===== src/rtl/plcsr_pkg.sv =====
// Purpose: constants for the pulse loop control and status register group
// Assumes: byte-wide registers on a 16-bit register address
// Notes: unlisted bit positions are masked to zero on read and write
package plcsr_pkg;
	localparam int ADDR_W = 16;
	localparam int DATA_W = 8;

	// register offsets
	localparam logic [15:0] OFS_CONTROL = 16'h5320;
	localparam logic [15:0] OFS_HIST = 16'h5321;
	localparam logic [15:0] OFS_EVENTS = 16'h5322;
	localparam logic [15:0] OFS_LOSS = 16'h5323;
	localparam logic [15:0] OFS_HOLD = 16'h5324;

	// control register fields
	localparam int CTL_PULSE_EN_BIT = 0;
	localparam int CTL_ACQ_SEL_BIT = 4;
	localparam int CTL_SKIP_WAIT_BIT = 6;
	localparam logic [7:0] CTL_MASK = 8'h51;
	localparam logic [7:0] CTL_RESET = 8'h00;

	// holdover history register
	localparam int HIST_OK_BIT = 0;

	// event register fields
	localparam int EV_OVERFLOW_BIT = 7;
	localparam int EV_UNDERFLOW_BIT = 6;
	localparam int EV_FAST_EXIT_BIT = 4;
	localparam int EV_PHASE_PULL_BIT = 3;
	localparam int EV_PHASE_RANGE_BIT = 2;
	localparam int EV_FREQ_PULL_BIT = 1;
	localparam int EV_FREQ_RANGE_BIT = 0;
	localparam logic [7:0] EV_MASK = 8'hDF;

	// input loss register fields
	localparam int LOSS_LIVE_BIT = 0;
	localparam int LOSS_STICKY_BIT = 4;
	localparam logic [7:0] LOSS_STICKY_MASK = 8'h10;

	// holdover, lock and tracking register fields
	localparam int HOLD_STICKY_BIT = 7;
	localparam int UNLOCK_STICKY_BIT = 5;
	localparam int NOTRACK_STICKY_BIT = 4;
	localparam int HOLD_LIVE_BIT = 3;
	localparam int UNLOCK_LIVE_BIT = 1;
	localparam int NOTRACK_LIVE_BIT = 0;
	localparam logic [7:0] HOLD_STICKY_MASK = 8'hB0;

	localparam logic [7:0] STICKY_RESET = 8'h00;
	localparam logic [7:0] ZERO_BYTE = 8'h00;

	// acquisition sequencer, gray coded along the usual path
	typedef enum logic [1:0] {
		PLCSR_IDLE = 2'b00,
		PLCSR_WAIT_LOCK = 2'b01,
		PLCSR_ACQUIRE = 2'b11,
		PLCSR_RUN = 2'b10
	} plcsr_state_t;
endpackage


===== src/rtl/plcsr_sticky_if.sv =====
// Purpose: carrier between the register file and a sticky flag bank
// Assumes: one byte of flags per bank
// Notes: flags is the only signal driven by the bank
`timescale 1ns/1ps
`default_nettype none
interface plcsr_sticky_if;
	logic [7:0] set;
	logic wr;
	logic [7:0] wdata;
	logic [7:0] flags;

	modport bank (input set, input wr, input wdata, output flags);
	modport user (output set, output wr, output wdata, input flags);
endinterface
`default_nettype wire


===== src/rtl/plcsr_sticky_bank.sv =====
// Purpose: byte of sticky event flags, cleared by writing zero
// Assumes: set inputs are synchronous levels or pulses
// Notes: a set in the clearing cycle wins over the clear
`timescale 1ns/1ps
`default_nettype none
module plcsr_sticky_bank
	import plcsr_pkg::*;
#(
	parameter logic [7:0] MASK = 8'hFF
)
(
	// clock and reset
	input wire logic clk_sys_in,
	input wire logic rst_in,
	input wire logic ce_in,
	// register side
	plcsr_sticky_if.bank sb
);
	logic [7:0] flags_reg;
	logic [7:0] flags_next;
	logic [7:0] clear_mask;

	// writing 1 leaves a flag alone, writing 0 clears it
	always_comb
	begin
		clear_mask = sb.wr ? ~sb.wdata : ZERO_BYTE; // [RULE7] [RULE16]
		flags_next = ((flags_reg & ~clear_mask) | sb.set) & MASK; // [RULE16] [RULE17]
	end

	always_ff @(posedge clk_sys_in or posedge rst_in)
	begin
		if (rst_in)
			flags_reg <= STICKY_RESET;
		else if (ce_in)
			flags_reg <= flags_next;
	end

	assign sb.flags = flags_reg;
endmodule
`default_nettype wire


===== src/rtl/plcsr_top.sv =====
// Purpose: control and status registers of the one pulse per second loop
// Assumes: register port and status inputs synchronous to clk_sys_in
// Notes: read data appears one cycle after the read strobe
//  a sticky set in the cycle of its clearing write wins, so no event is lost
//  ce_in low freezes every register, sticky banks and read pipe included
//  a read in the same cycle as a write returns the value before the write
//  the acquisition mode is latched once per enable, later select writes wait
//  writes to the history register and to unmapped offsets are dropped
//
// Summary of operation
// [RULE1] control bit 0 enables pulse mode
// [RULE2] bit 6 low: wait for reference lock
// [RULE3] bit 4 picks acquisition mode A/B
// [RULE4] history bit reads 1 once data enough
// [RULE5] event bit 7 sticks on accumulator overflow
// [RULE6] event bit 6 sticks on accumulator underflow
// [RULE7] sticky flags clear only by writing 0
// [RULE8] bits 4,3,1 stick on pull errors
// [RULE9] bits 2,0 stick on initial range errors
// [RULE10] loss bit 0 shows live input loss
// [RULE11] loss bit 4 is sticky input loss
// [RULE12] status bit 3 shows live holdover
// [RULE13] bits 1,0 show unlocked and not tracking
// [RULE14] status bit 7 is sticky holdover
// [RULE15] bits 5,4 sticky unlocked, not tracking
// [RULE16] sticky holds; writing 1 changes nothing
// [RULE17] read-only and unlisted bits ignore writes
`timescale 1ns/1ps
`default_nettype none
module plcsr_top
	import plcsr_pkg::*;
(
	// clock, reset and enable
	input wire logic clk_sys_in,
	input wire logic rst_in,
	input wire logic ce_in,
	// register port
	input wire logic wr_in,
	input wire logic rd_in,
	input wire logic [15:0] addr_in,
	input wire logic [7:0] wr_data_in,
	output logic [7:0] rd_data_out,
	output logic rd_valid_out,
	// live loop status
	input wire logic holdover_history_ok_in,
	input wire logic holdover_in,
	input wire logic loop_unlocked_in,
	input wire logic loop_not_tracking_in,
	input wire logic pulse_input_loss_in,
	input wire logic ref_loop_locked_in,
	// loop events
	input wire logic osc_accum_overflow_in,
	input wire logic osc_accum_underflow_in,
	input wire logic fast_lock_exit_error_in,
	input wire logic phase_pull_error_in,
	input wire logic phase_range_error_in,
	input wire logic freq_pull_error_in,
	input wire logic freq_range_error_in,
	// loop control
	output logic pulse_mode_enable_out,
	output logic initial_acquisition_select_out,
	output logic acquisition_start_out,
	output logic acquisition_active_out
);
	plcsr_sticky_if ev_if ();
	plcsr_sticky_if loss_if ();
	plcsr_sticky_if hold_if ();

	logic [7:0] control_reg;
	logic [7:0] control_next;
	logic [7:0] rd_data_reg;
	logic [7:0] rd_data_next;
	logic rd_valid_reg;
	logic rd_valid_next;
	plcsr_state_t state_reg;
	plcsr_state_t state_next;
	logic start_reg;
	logic start_next;
	logic mode_reg;
	logic mode_next;
	logic hit_control;
	logic hit_events;
	logic hit_loss;
	logic hit_hold;
	logic hit_hist;
	logic wr_control;
	logic wr_events;
	logic wr_loss;
	logic wr_hold;
	logic lock_ok;
	logic disable_pending;

	function automatic logic addr_hit(input logic [15:0] a, input logic [15:0] ofs);
		addr_hit = (a == ofs);
	endfunction

	// write strobe aimed at one register offset
	function automatic logic wr_hit(input logic wr, input logic [15:0] a,
		input logic [15:0] ofs);
		wr_hit = wr & addr_hit(a, ofs);
	endfunction

	// address decode shared by reads and writes; the history offset has no write
	always_comb
	begin
		hit_control = addr_hit(addr_in, OFS_CONTROL);
		hit_hist = addr_hit(addr_in, OFS_HIST);
		hit_events = addr_hit(addr_in, OFS_EVENTS);
		hit_loss = addr_hit(addr_in, OFS_LOSS);
		hit_hold = addr_hit(addr_in, OFS_HOLD);
		wr_control = wr_hit(wr_in, addr_in, OFS_CONTROL);
		wr_events = wr_hit(wr_in, addr_in, OFS_EVENTS); // [RULE7]
		wr_loss = wr_hit(wr_in, addr_in, OFS_LOSS); // [RULE7]
		wr_hold = wr_hit(wr_in, addr_in, OFS_HOLD); // [RULE7]
	end

	// loop events into the event bank; all seven flags share one byte
	always_comb
	begin
		ev_if.set = ZERO_BYTE;
		ev_if.set[EV_OVERFLOW_BIT] = osc_accum_overflow_in; // [RULE5]
		ev_if.set[EV_UNDERFLOW_BIT] = osc_accum_underflow_in; // [RULE6]
		ev_if.set[EV_FAST_EXIT_BIT] = fast_lock_exit_error_in; // [RULE8]
		ev_if.set[EV_PHASE_PULL_BIT] = phase_pull_error_in; // [RULE8]
		ev_if.set[EV_FREQ_PULL_BIT] = freq_pull_error_in; // [RULE8]
		ev_if.set[EV_PHASE_RANGE_BIT] = phase_range_error_in; // [RULE9]
		ev_if.set[EV_FREQ_RANGE_BIT] = freq_range_error_in; // [RULE9]
		ev_if.wr = wr_events; // [RULE7]
		ev_if.wdata = wr_data_in;
	end

	// input loss into its bank; the live bit is read straight from the pin
	always_comb
	begin
		loss_if.set = ZERO_BYTE;
		loss_if.set[LOSS_STICKY_BIT] = pulse_input_loss_in; // [RULE11]
		loss_if.wr = wr_loss; // [RULE7]
		loss_if.wdata = wr_data_in;
	end

	// holdover, lock and tracking into their bank
	always_comb
	begin
		hold_if.set = ZERO_BYTE;
		hold_if.set[HOLD_STICKY_BIT] = holdover_in; // [RULE14]
		hold_if.set[UNLOCK_STICKY_BIT] = loop_unlocked_in; // [RULE15]
		hold_if.set[NOTRACK_STICKY_BIT] = loop_not_tracking_in; // [RULE15]
		hold_if.wr = wr_hold; // [RULE7]
		hold_if.wdata = wr_data_in;
	end

	plcsr_sticky_bank #(
		.MASK(EV_MASK)
	) u_events (
		.clk_sys_in(clk_sys_in),
		.rst_in(rst_in),
		.ce_in(ce_in),
		.sb(ev_if.bank)
	);

	plcsr_sticky_bank #(
		.MASK(LOSS_STICKY_MASK)
	) u_loss (
		.clk_sys_in(clk_sys_in),
		.rst_in(rst_in),
		.ce_in(ce_in),
		.sb(loss_if.bank)
	);

	plcsr_sticky_bank #(
		.MASK(HOLD_STICKY_MASK)
	) u_hold (
		.clk_sys_in(clk_sys_in),
		.rst_in(rst_in),
		.ce_in(ce_in),
		.sb(hold_if.bank)
	);

	// control register; only listed bits are stored
	always_comb
	begin
		control_next = control_reg;
		if (wr_control)
			control_next = wr_data_in & CTL_MASK; // [RULE17]
	end

	// read mux; live bits sampled at the read, others read as zero
	// unmapped offsets keep the zero default but still answer
	always_comb
	begin
		rd_valid_next = rd_in;
		rd_data_next = ZERO_BYTE;
		if (rd_in)
		begin
			if (hit_control)
				rd_data_next = control_reg;
			else if (hit_hist)
				rd_data_next[HIST_OK_BIT] = holdover_history_ok_in; // [RULE4]
			else if (hit_events)
				rd_data_next = ev_if.flags;
			else if (hit_loss)
			begin
				rd_data_next = loss_if.flags;
				rd_data_next[LOSS_LIVE_BIT] = pulse_input_loss_in; // [RULE10]
			end
			else if (hit_hold)
			begin
				rd_data_next = hold_if.flags;
				rd_data_next[HOLD_LIVE_BIT] = holdover_in; // [RULE12]
				rd_data_next[UNLOCK_LIVE_BIT] = loop_unlocked_in; // [RULE13]
				rd_data_next[NOTRACK_LIVE_BIT] = loop_not_tracking_in; // [RULE13]
			end
		end
	end

	// lock gate and a disable arriving in the same cycle; without the
	// second term a start pulse could leave after the enable was cleared
	always_comb
	begin
		lock_ok = control_reg[CTL_SKIP_WAIT_BIT] || ref_loop_locked_in; // [RULE2]
		disable_pending = !control_next[CTL_PULSE_EN_BIT]; // [RULE1]
	end

	// acquisition sequencer; mode is latched on entry so later writes
	// to the select bit do not disturb an acquisition already under way
	always_comb
	begin
		state_next = state_reg;
		start_next = 1'b0;
		mode_next = mode_reg;
		if (!control_reg[CTL_PULSE_EN_BIT])
			state_next = PLCSR_IDLE; // [RULE1]
		else
		begin
			unique case (state_reg)
				PLCSR_IDLE:
				begin
					mode_next = control_reg[CTL_ACQ_SEL_BIT]; // [RULE3]
					state_next = PLCSR_WAIT_LOCK; // [RULE1]
				end
				PLCSR_WAIT_LOCK:
				begin
					// stall until the reference loop locks or the wait is skipped
					if (lock_ok && !disable_pending) // [RULE2]
					begin
						state_next = PLCSR_ACQUIRE;
						start_next = 1'b1;
					end
				end
				PLCSR_ACQUIRE:
					state_next = PLCSR_RUN;
				PLCSR_RUN:
					state_next = PLCSR_RUN;
			endcase
		end
	end

	// control register
	always_ff @(posedge clk_sys_in or posedge rst_in)
	begin
		if (rst_in)
			control_reg <= CTL_RESET;
		else if (ce_in)
			control_reg <= control_next;
	end

	// read pipe; data returns to zero when no read is answered
	always_ff @(posedge clk_sys_in or posedge rst_in)
	begin
		if (rst_in)
		begin
			rd_data_reg <= ZERO_BYTE;
			rd_valid_reg <= 1'b0;
		end
		else if (ce_in)
		begin
			rd_data_reg <= rd_data_next;
			rd_valid_reg <= rd_valid_next;
		end
	end

	// sequencer state, start pulse and latched mode
	always_ff @(posedge clk_sys_in or posedge rst_in)
	begin
		if (rst_in)
		begin
			state_reg <= PLCSR_IDLE;
			start_reg <= 1'b0;
			mode_reg <= 1'b0;
		end
		else if (ce_in)
		begin
			state_reg <= state_next;
			start_reg <= start_next;
			mode_reg <= mode_next;
		end
	end

	// outputs straight from flip-flops
	assign rd_data_out = rd_data_reg;
	assign rd_valid_out = rd_valid_reg;
	assign pulse_mode_enable_out = control_reg[CTL_PULSE_EN_BIT]; // [RULE1]
	assign initial_acquisition_select_out = mode_reg; // [RULE3]
	assign acquisition_start_out = start_reg;
	assign acquisition_active_out = state_reg[1];
endmodule
`default_nettype wire


===== config.mk =====
export PLATFORM = sky130hd
export DESIGN_NAME = plcsr_top
export DESIGN_NICKNAME = d
export VERILOG_FILES = /design/src/rtl/plcsr_pkg.sv /design/src/rtl/plcsr_sticky_if.sv /design/src/rtl/plcsr_sticky_bank.sv /design/src/rtl/plcsr_top.sv
export SDC_FILE = /design/constraint.sdc
export NUM_CORES = 1
export LEC_CHECK = 0
export ABC_AREA = 1
export BUFFER_PORTS_ARGS = -buffer_cell sky130_fd_sc_hd__buf_4
export CORE_MARGIN = 8
export CORE_UTILIZATION = 40
export CTS_CLUSTER_DIAMETER = 30
export CTS_CLUSTER_SIZE = 14
export DETAILED_ROUTE_END_ITERATION = 7
export PLACE_DENSITY = 0.71
export SLEW_MARGIN = 20
export SYNTH_ARGS = -nofsm -noshare
export SYNTH_HDL_FRONTEND = slang
export SYNTH_SLANG_ARGS = --single-unit
export TNS_END_PERCENT = 20

===== constraint.sdc =====
create_clock -name clk_sys_in -period 2.2 [get_ports clk_sys_in]
set_input_delay 0.55 -clock clk_sys_in [delete_from_list [all_inputs] [get_ports clk_sys_in]]
set_output_delay 0.55 -clock clk_sys_in [all_outputs]
set_load 0.005 [all_outputs]

### Yosys cells after proc, flatten, opt, wreduce, memory -nomap -nowiden

Index checks and enable logic that the tools add are counted.

* register bits: 27
* input port bits: 42
* word-level logic and storage cells: 57

* equal/unequal tests: 9
* mux-type cells: 17
* bitwise operators: 14
* reductions and logical operators: 7

Operator list (count)
* 16-bit by 15-bit equality test with 1-bit output, second input constant: 5
* 8-bit 2-to-1 mux: 7
* 8-bit inverter: 3
* 8-bit bitwise AND: 2
* 8-bit OR: 2
* 7-bit 2-to-1 mux: 1
* 2-bit case mux with 3 select lines: 1
* 5-bit bitwise AND: 1
* 1-bit 2-to-1 mux: 5
* 5-bit 2-to-1 mux: 1
* 5-bit inverter: 1
* 5-bit OR: 1
* 1-bit bitwise AND: 4
* 2-bit equality test, second input constant: 2
* 2-bit 2-to-1 mux: 2
* 2-bit AND reduction: 2
* 3-bit inequality test, second input constant: 1
* 3-bit AND reduction: 1
* 2-bit by 1-bit equality test with 1-bit output, second input constant: 1
* 2-bit logical NOT: 1
* 2-bit OR reduction: 1
* 1-bit logical AND: 1
* 1-bit logical OR: 1

### Longest topological paths before layout

* word-level depth: 7
* gate-level depth with buffers: 11
* depth with buffers taken out: 11

### Hierarchy

Synthesis repeated with hierarchy kept, for this count alone.

* cell total of the unflattened synthesis: 256
* area, all modules: 1732.9 µm²

Modules (own cells, without submodules)
* plcsr_top: times used 1, cells an instance 170, area an instance 1106.1 µm²
* plcsr_sticky_bank at u_events: times used 1, cells an instance 46, area an instance 341.6 µm²
* plcsr_sticky_bank at u_hold: times used 1, cells an instance 25, area an instance 180.2 µm²
* plcsr_sticky_bank at u_loss: times used 1, cells an instance 15, area an instance 105.1 µm²

### Least setup slack after synthesis

Ideal clock, no wire load.

* path kind: input to register
* from: input port addr_in[11]
* to: register control_reg[4]
* library setup time: 0.125 ns
* arrival: 1.351 ns
* data required time: 2.075 ns
* path slack: 0.724 ns
* stages on the path: 5
* path buffers: 0
* cells stage by stage: nor2_1 > nand2_1 > nor2_4 > nand4_2 > mux2_4

* longest elaborated chain between the ends: 3

Ends and longest elaborated chain
* from (decl): RTL line plcsr_top.sv:40 `input wire logic [15:0] addr_in,`
* 16-bit by 15-bit equality test with 1-bit output: RTL line plcsr_top.sv:94 `addr_hit = (a == ofs);`
* 1-bit bitwise AND: RTL line plcsr_top.sv:100 `wr_hit = wr & addr_hit(a, ofs);`
* 2-bit AND reduction (no line)
* to (signal assigned): RTL line plcsr_top.sv:264 `control_reg <= control_next;`
* to (decl): RTL line plcsr_top.sv:69 `logic [7:0] control_reg;`

Every way passes these cells.
A chain may end at the register's enable or synchronous reset.

### Worst setup path in the final report

* from: input port addr_in[7]
* to: register u_events.flags_reg[0], in the netlist u_events.sb.flags[0]

* longest elaborated chain between the ends: 6

Ends and longest elaborated chain
* 16-bit by 15-bit equality test with 1-bit output: RTL line plcsr_top.sv:94
* 1-bit bitwise AND: RTL line plcsr_top.sv:100
* 8-bit 2-to-1 mux: RTL line plcsr_sticky_bank.sv:26 `clear_mask = sb.wr ? ~sb.wdata : ZERO_BYTE;`
* 8-bit inverter: RTL line plcsr_sticky_bank.sv:27 `flags_next = ((flags_reg & ~clear_mask) | sb.set) & MASK;`
* 8-bit bitwise AND: RTL line plcsr_sticky_bank.sv:27
* 8-bit OR: RTL line plcsr_sticky_bank.sv:27
* to (signal assigned): RTL line plcsr_sticky_bank.sv:35 `flags_reg <= flags_next;`
* to (decl): RTL line plcsr_sticky_bank.sv:19 `logic [7:0] flags_reg;`

Every way passes these cells.

==> impl_metrics.json <==
{
  "final_common_cell": "nand2_1",
  "min_period_ns": 1.41,
  "nets": 299,
  "rr_endpoint": "state_reg[1]",
  "grt_pass1_wl_mm": 6.64,
  "die_h_um": 77.7,
  "final_cells": 304,
  "clock_sinks": 27,
  "grt_pass1_vias": 1509,
  "wl_per_cell_um": 13.1,
  "internal-power_mw": 0.712,
  "slew_viol_final": 0,
  "start_util_pct": 41.5,
  "core_region_area_um2": 3660,
  "cts_made_buffers": 3,
  "syn_avg_cell_area_um2": 7.64,
  "drive_above_1_share_pct": 32.8,
  "period_share_pct": 64.3,
  "postLayoutCoreUtil_pct": 55.6,
  "antenna_found_initial": 0,
  "rsz0062_at_grt": "no",
  "hold_viol_final": 0,
  "clkPwrFrac_pct": 30.9,
  "worstSetupPathType": "in2reg",
  "fill_cells": 380,
  "ios": 55,
  "grt_max_degree": 28,
  "outcome": "finished clean",
  "p_sw_share_pct": 26.7,
  "cp-end-kind": "flop",
  "worstPathArrival_ns": 1.59,
  "max-vdd-ir-drop_v": 0.000347,
  "synth_cell_type_count": 24,
  "slew_headroom_pct": 76.9,
  "synth_fp_nets": 241,
  "track_usage_pct": 13.1,
  "cts.reportedPaths.clkPinSlew_ns": 0.10,
  "pwr-share-comb_pct": 16.1,
  "post-place-cells": 300,
  "rrSetupSlack_ns": 1.14,
  "vias": 1451,
  "clockBufferDepth": 2,
  "wirelength_mm": 3.98,
  "p_seq_share_pct": 53.0,
  "worstPathMaxFanout": 5,
  "syn_inst": 199,
  "gp_congestion": 0.818,
  "cts_setup_buffers": 0,
  "fmax_ghz": 0.707,
  "reg2reg_depth": 5,
  "dpl.hpwl_mm": 3.12,
  "drc_errors": 0,
  "critical_path_required_ns": 2.38,
  "synth.yosys.warnings": 0,
  "final_antenna_net_count": 0,
  "cts_tree": "built",
  "power_density_nw_per_um2": 477,
  "hold_path_class": "in2async",
  "htreeDepth": 1,
  "layout_common_cells": "nand2_1, buf_4, dfrtp_1",
  "die_area_um2": 6030,
  "holdBufCountCts": 0,
  "maxCapViolCount": 0,
  "clock_skew_ns": 0.00371,
  "diodes": 0,
  "tightest_slew_ns": 0.346,
  "fp-row-count": 22,
  "firstDrtPassIters": 4,
  "via_per_inst": 4.77,
  "leakagePower_nw": 1.06,
  "final-setup-viol-count": 0,
  "die_w_um": 77.7,
  "portBuffers": 54,
  "p_switching_mw": 0.260,
  "drt_iter0_drc": 62,
  "gr-total-overflow": 0,
  "yosysSeqAreaShare_pct": 44.4,
  "design_area_um2": 2040,
  "largest_register_ffs": 8,
  "cts-root-buf": "clkbuf_8",
  "cts-resized-gates": 0,
  "setup_tns_ns": 0,
  "synth_area_um2": 1520,
  "syn2layout_area_growth_pct": 34.0,
  "clk_latency_ns": 0.27,
  "placed_area_um2": 1990,
  "startpoint_type": "primary input",
  "ys_ff_latch": 27,
  "worstReg2RegStart": "control_reg[6]"
}
final cells by class:
cell class	count	area (µm²)	share of cell area, %
Timing Repair Buffer	56	420	20.6
Sequential cell	27	676	33.2
Tap cell	48	60.1	2.95
Multi-Input combinational cell	146	746	36.6
Clock buffer	3	41.3	2.03
Clock inverter	1	7.51	0.369
Inverter	23	86.3	4.24
Yosys cell counts (all sizes together):
cell type | number | area [µm²]
a21oi | 1 | 5.00
a22o | 2 | 17.5
buf | 1 | 5.00
clkbuf | 2 | 7.51
dfrtp | 27 | 676
inv | 23 | 86.3
mux2 | 3 | 41.3
nand2 | 69 | 272
nand3 | 13 | 70.1
nand3b | 1 | 7.51
nand4 | 10 | 68.8
nor2 | 28 | 165
nor3 | 2 | 10.0
o21ai | 14 | 70.1
o22ai | 2 | 12.5
or2 | 1 | 6.26
worst max-delay path: stages:
cell and delay [ns]:
buf_4 0.11, nor2_1 0.11, nand2_2 0.12, nor2_1 0.16
nand2_1 0.11, nor2_4 0.11, nand2_2 0.11, o21ai_1 0.15
nand2_1 0.06
worst max-delay path by stage:
stage                 from                    to  cells after the start
5_1_grt         addr_in[7]  u_events.sb.flags[0]                      9
3_5_place_dp    addr_in[7]  u_events.sb.flags[0]                      9
2_1_floorplan  addr_in[11]        control_reg[4]                      5
4_1_cts         addr_in[7]  u_events.sb.flags[0]                      9
6_report        addr_in[7]  u_events.sb.flags[0]                      9
3_3_place_gp    addr_in[7]  u_events.sb.flags[0]                      9
stage by stage:
stage / total power, mW / worst slack, ns / hold WS, ns
after floorplan: 0.589 / 0.724 / 0.439
after global placement: 0.681 / 0.472 / 0.456
after detailed placement: 0.683 / 0.462 / 0.465
after CTS: 0.975 / 0.761 / 0.338
after global routing: 1.01 / 0.630 / 0.345
final: 0.972 / 0.786 / 0.317
metal layers:
layer	share of wire, %	track usage (%)	wire (µm)	vias to the layer above
met5	0	0	0	-
met4	0.35	2.26	14	0
met3	7.3	5.53	289	2
met2	45	20.9	1790	40
met1	47	16.2	1880	658
li1	-	-	-	751
power groups by stage:
stage | Combinational, mW | Sequential, mW | Clock (mW)
after floorplan | 0.0649 | 0.524 | 0
after global placement | 0.156 | 0.525 | 0
after detailed placement | 0.158 | 0.525 | 0
after CTS | 0.159 | 0.515 | 0.301
after global routing | 0.174 | 0.517 | 0.319
final | 0.157 | 0.516 | 0.300
cells by family (layout without fill, tap and decap cells):
family | count (synthesis) | count (layout) | share of synthesized area, %
simple gates | 124 | 124 | 39.4
flops | 27 | 27 | 44.4
compound gates | 19 | 19 | 6.91
mux | 3 | 3 | 2.72
buf+inv | 26 | 83 | 6.50
Note: power is estimated with default switching activity, not from simulation.
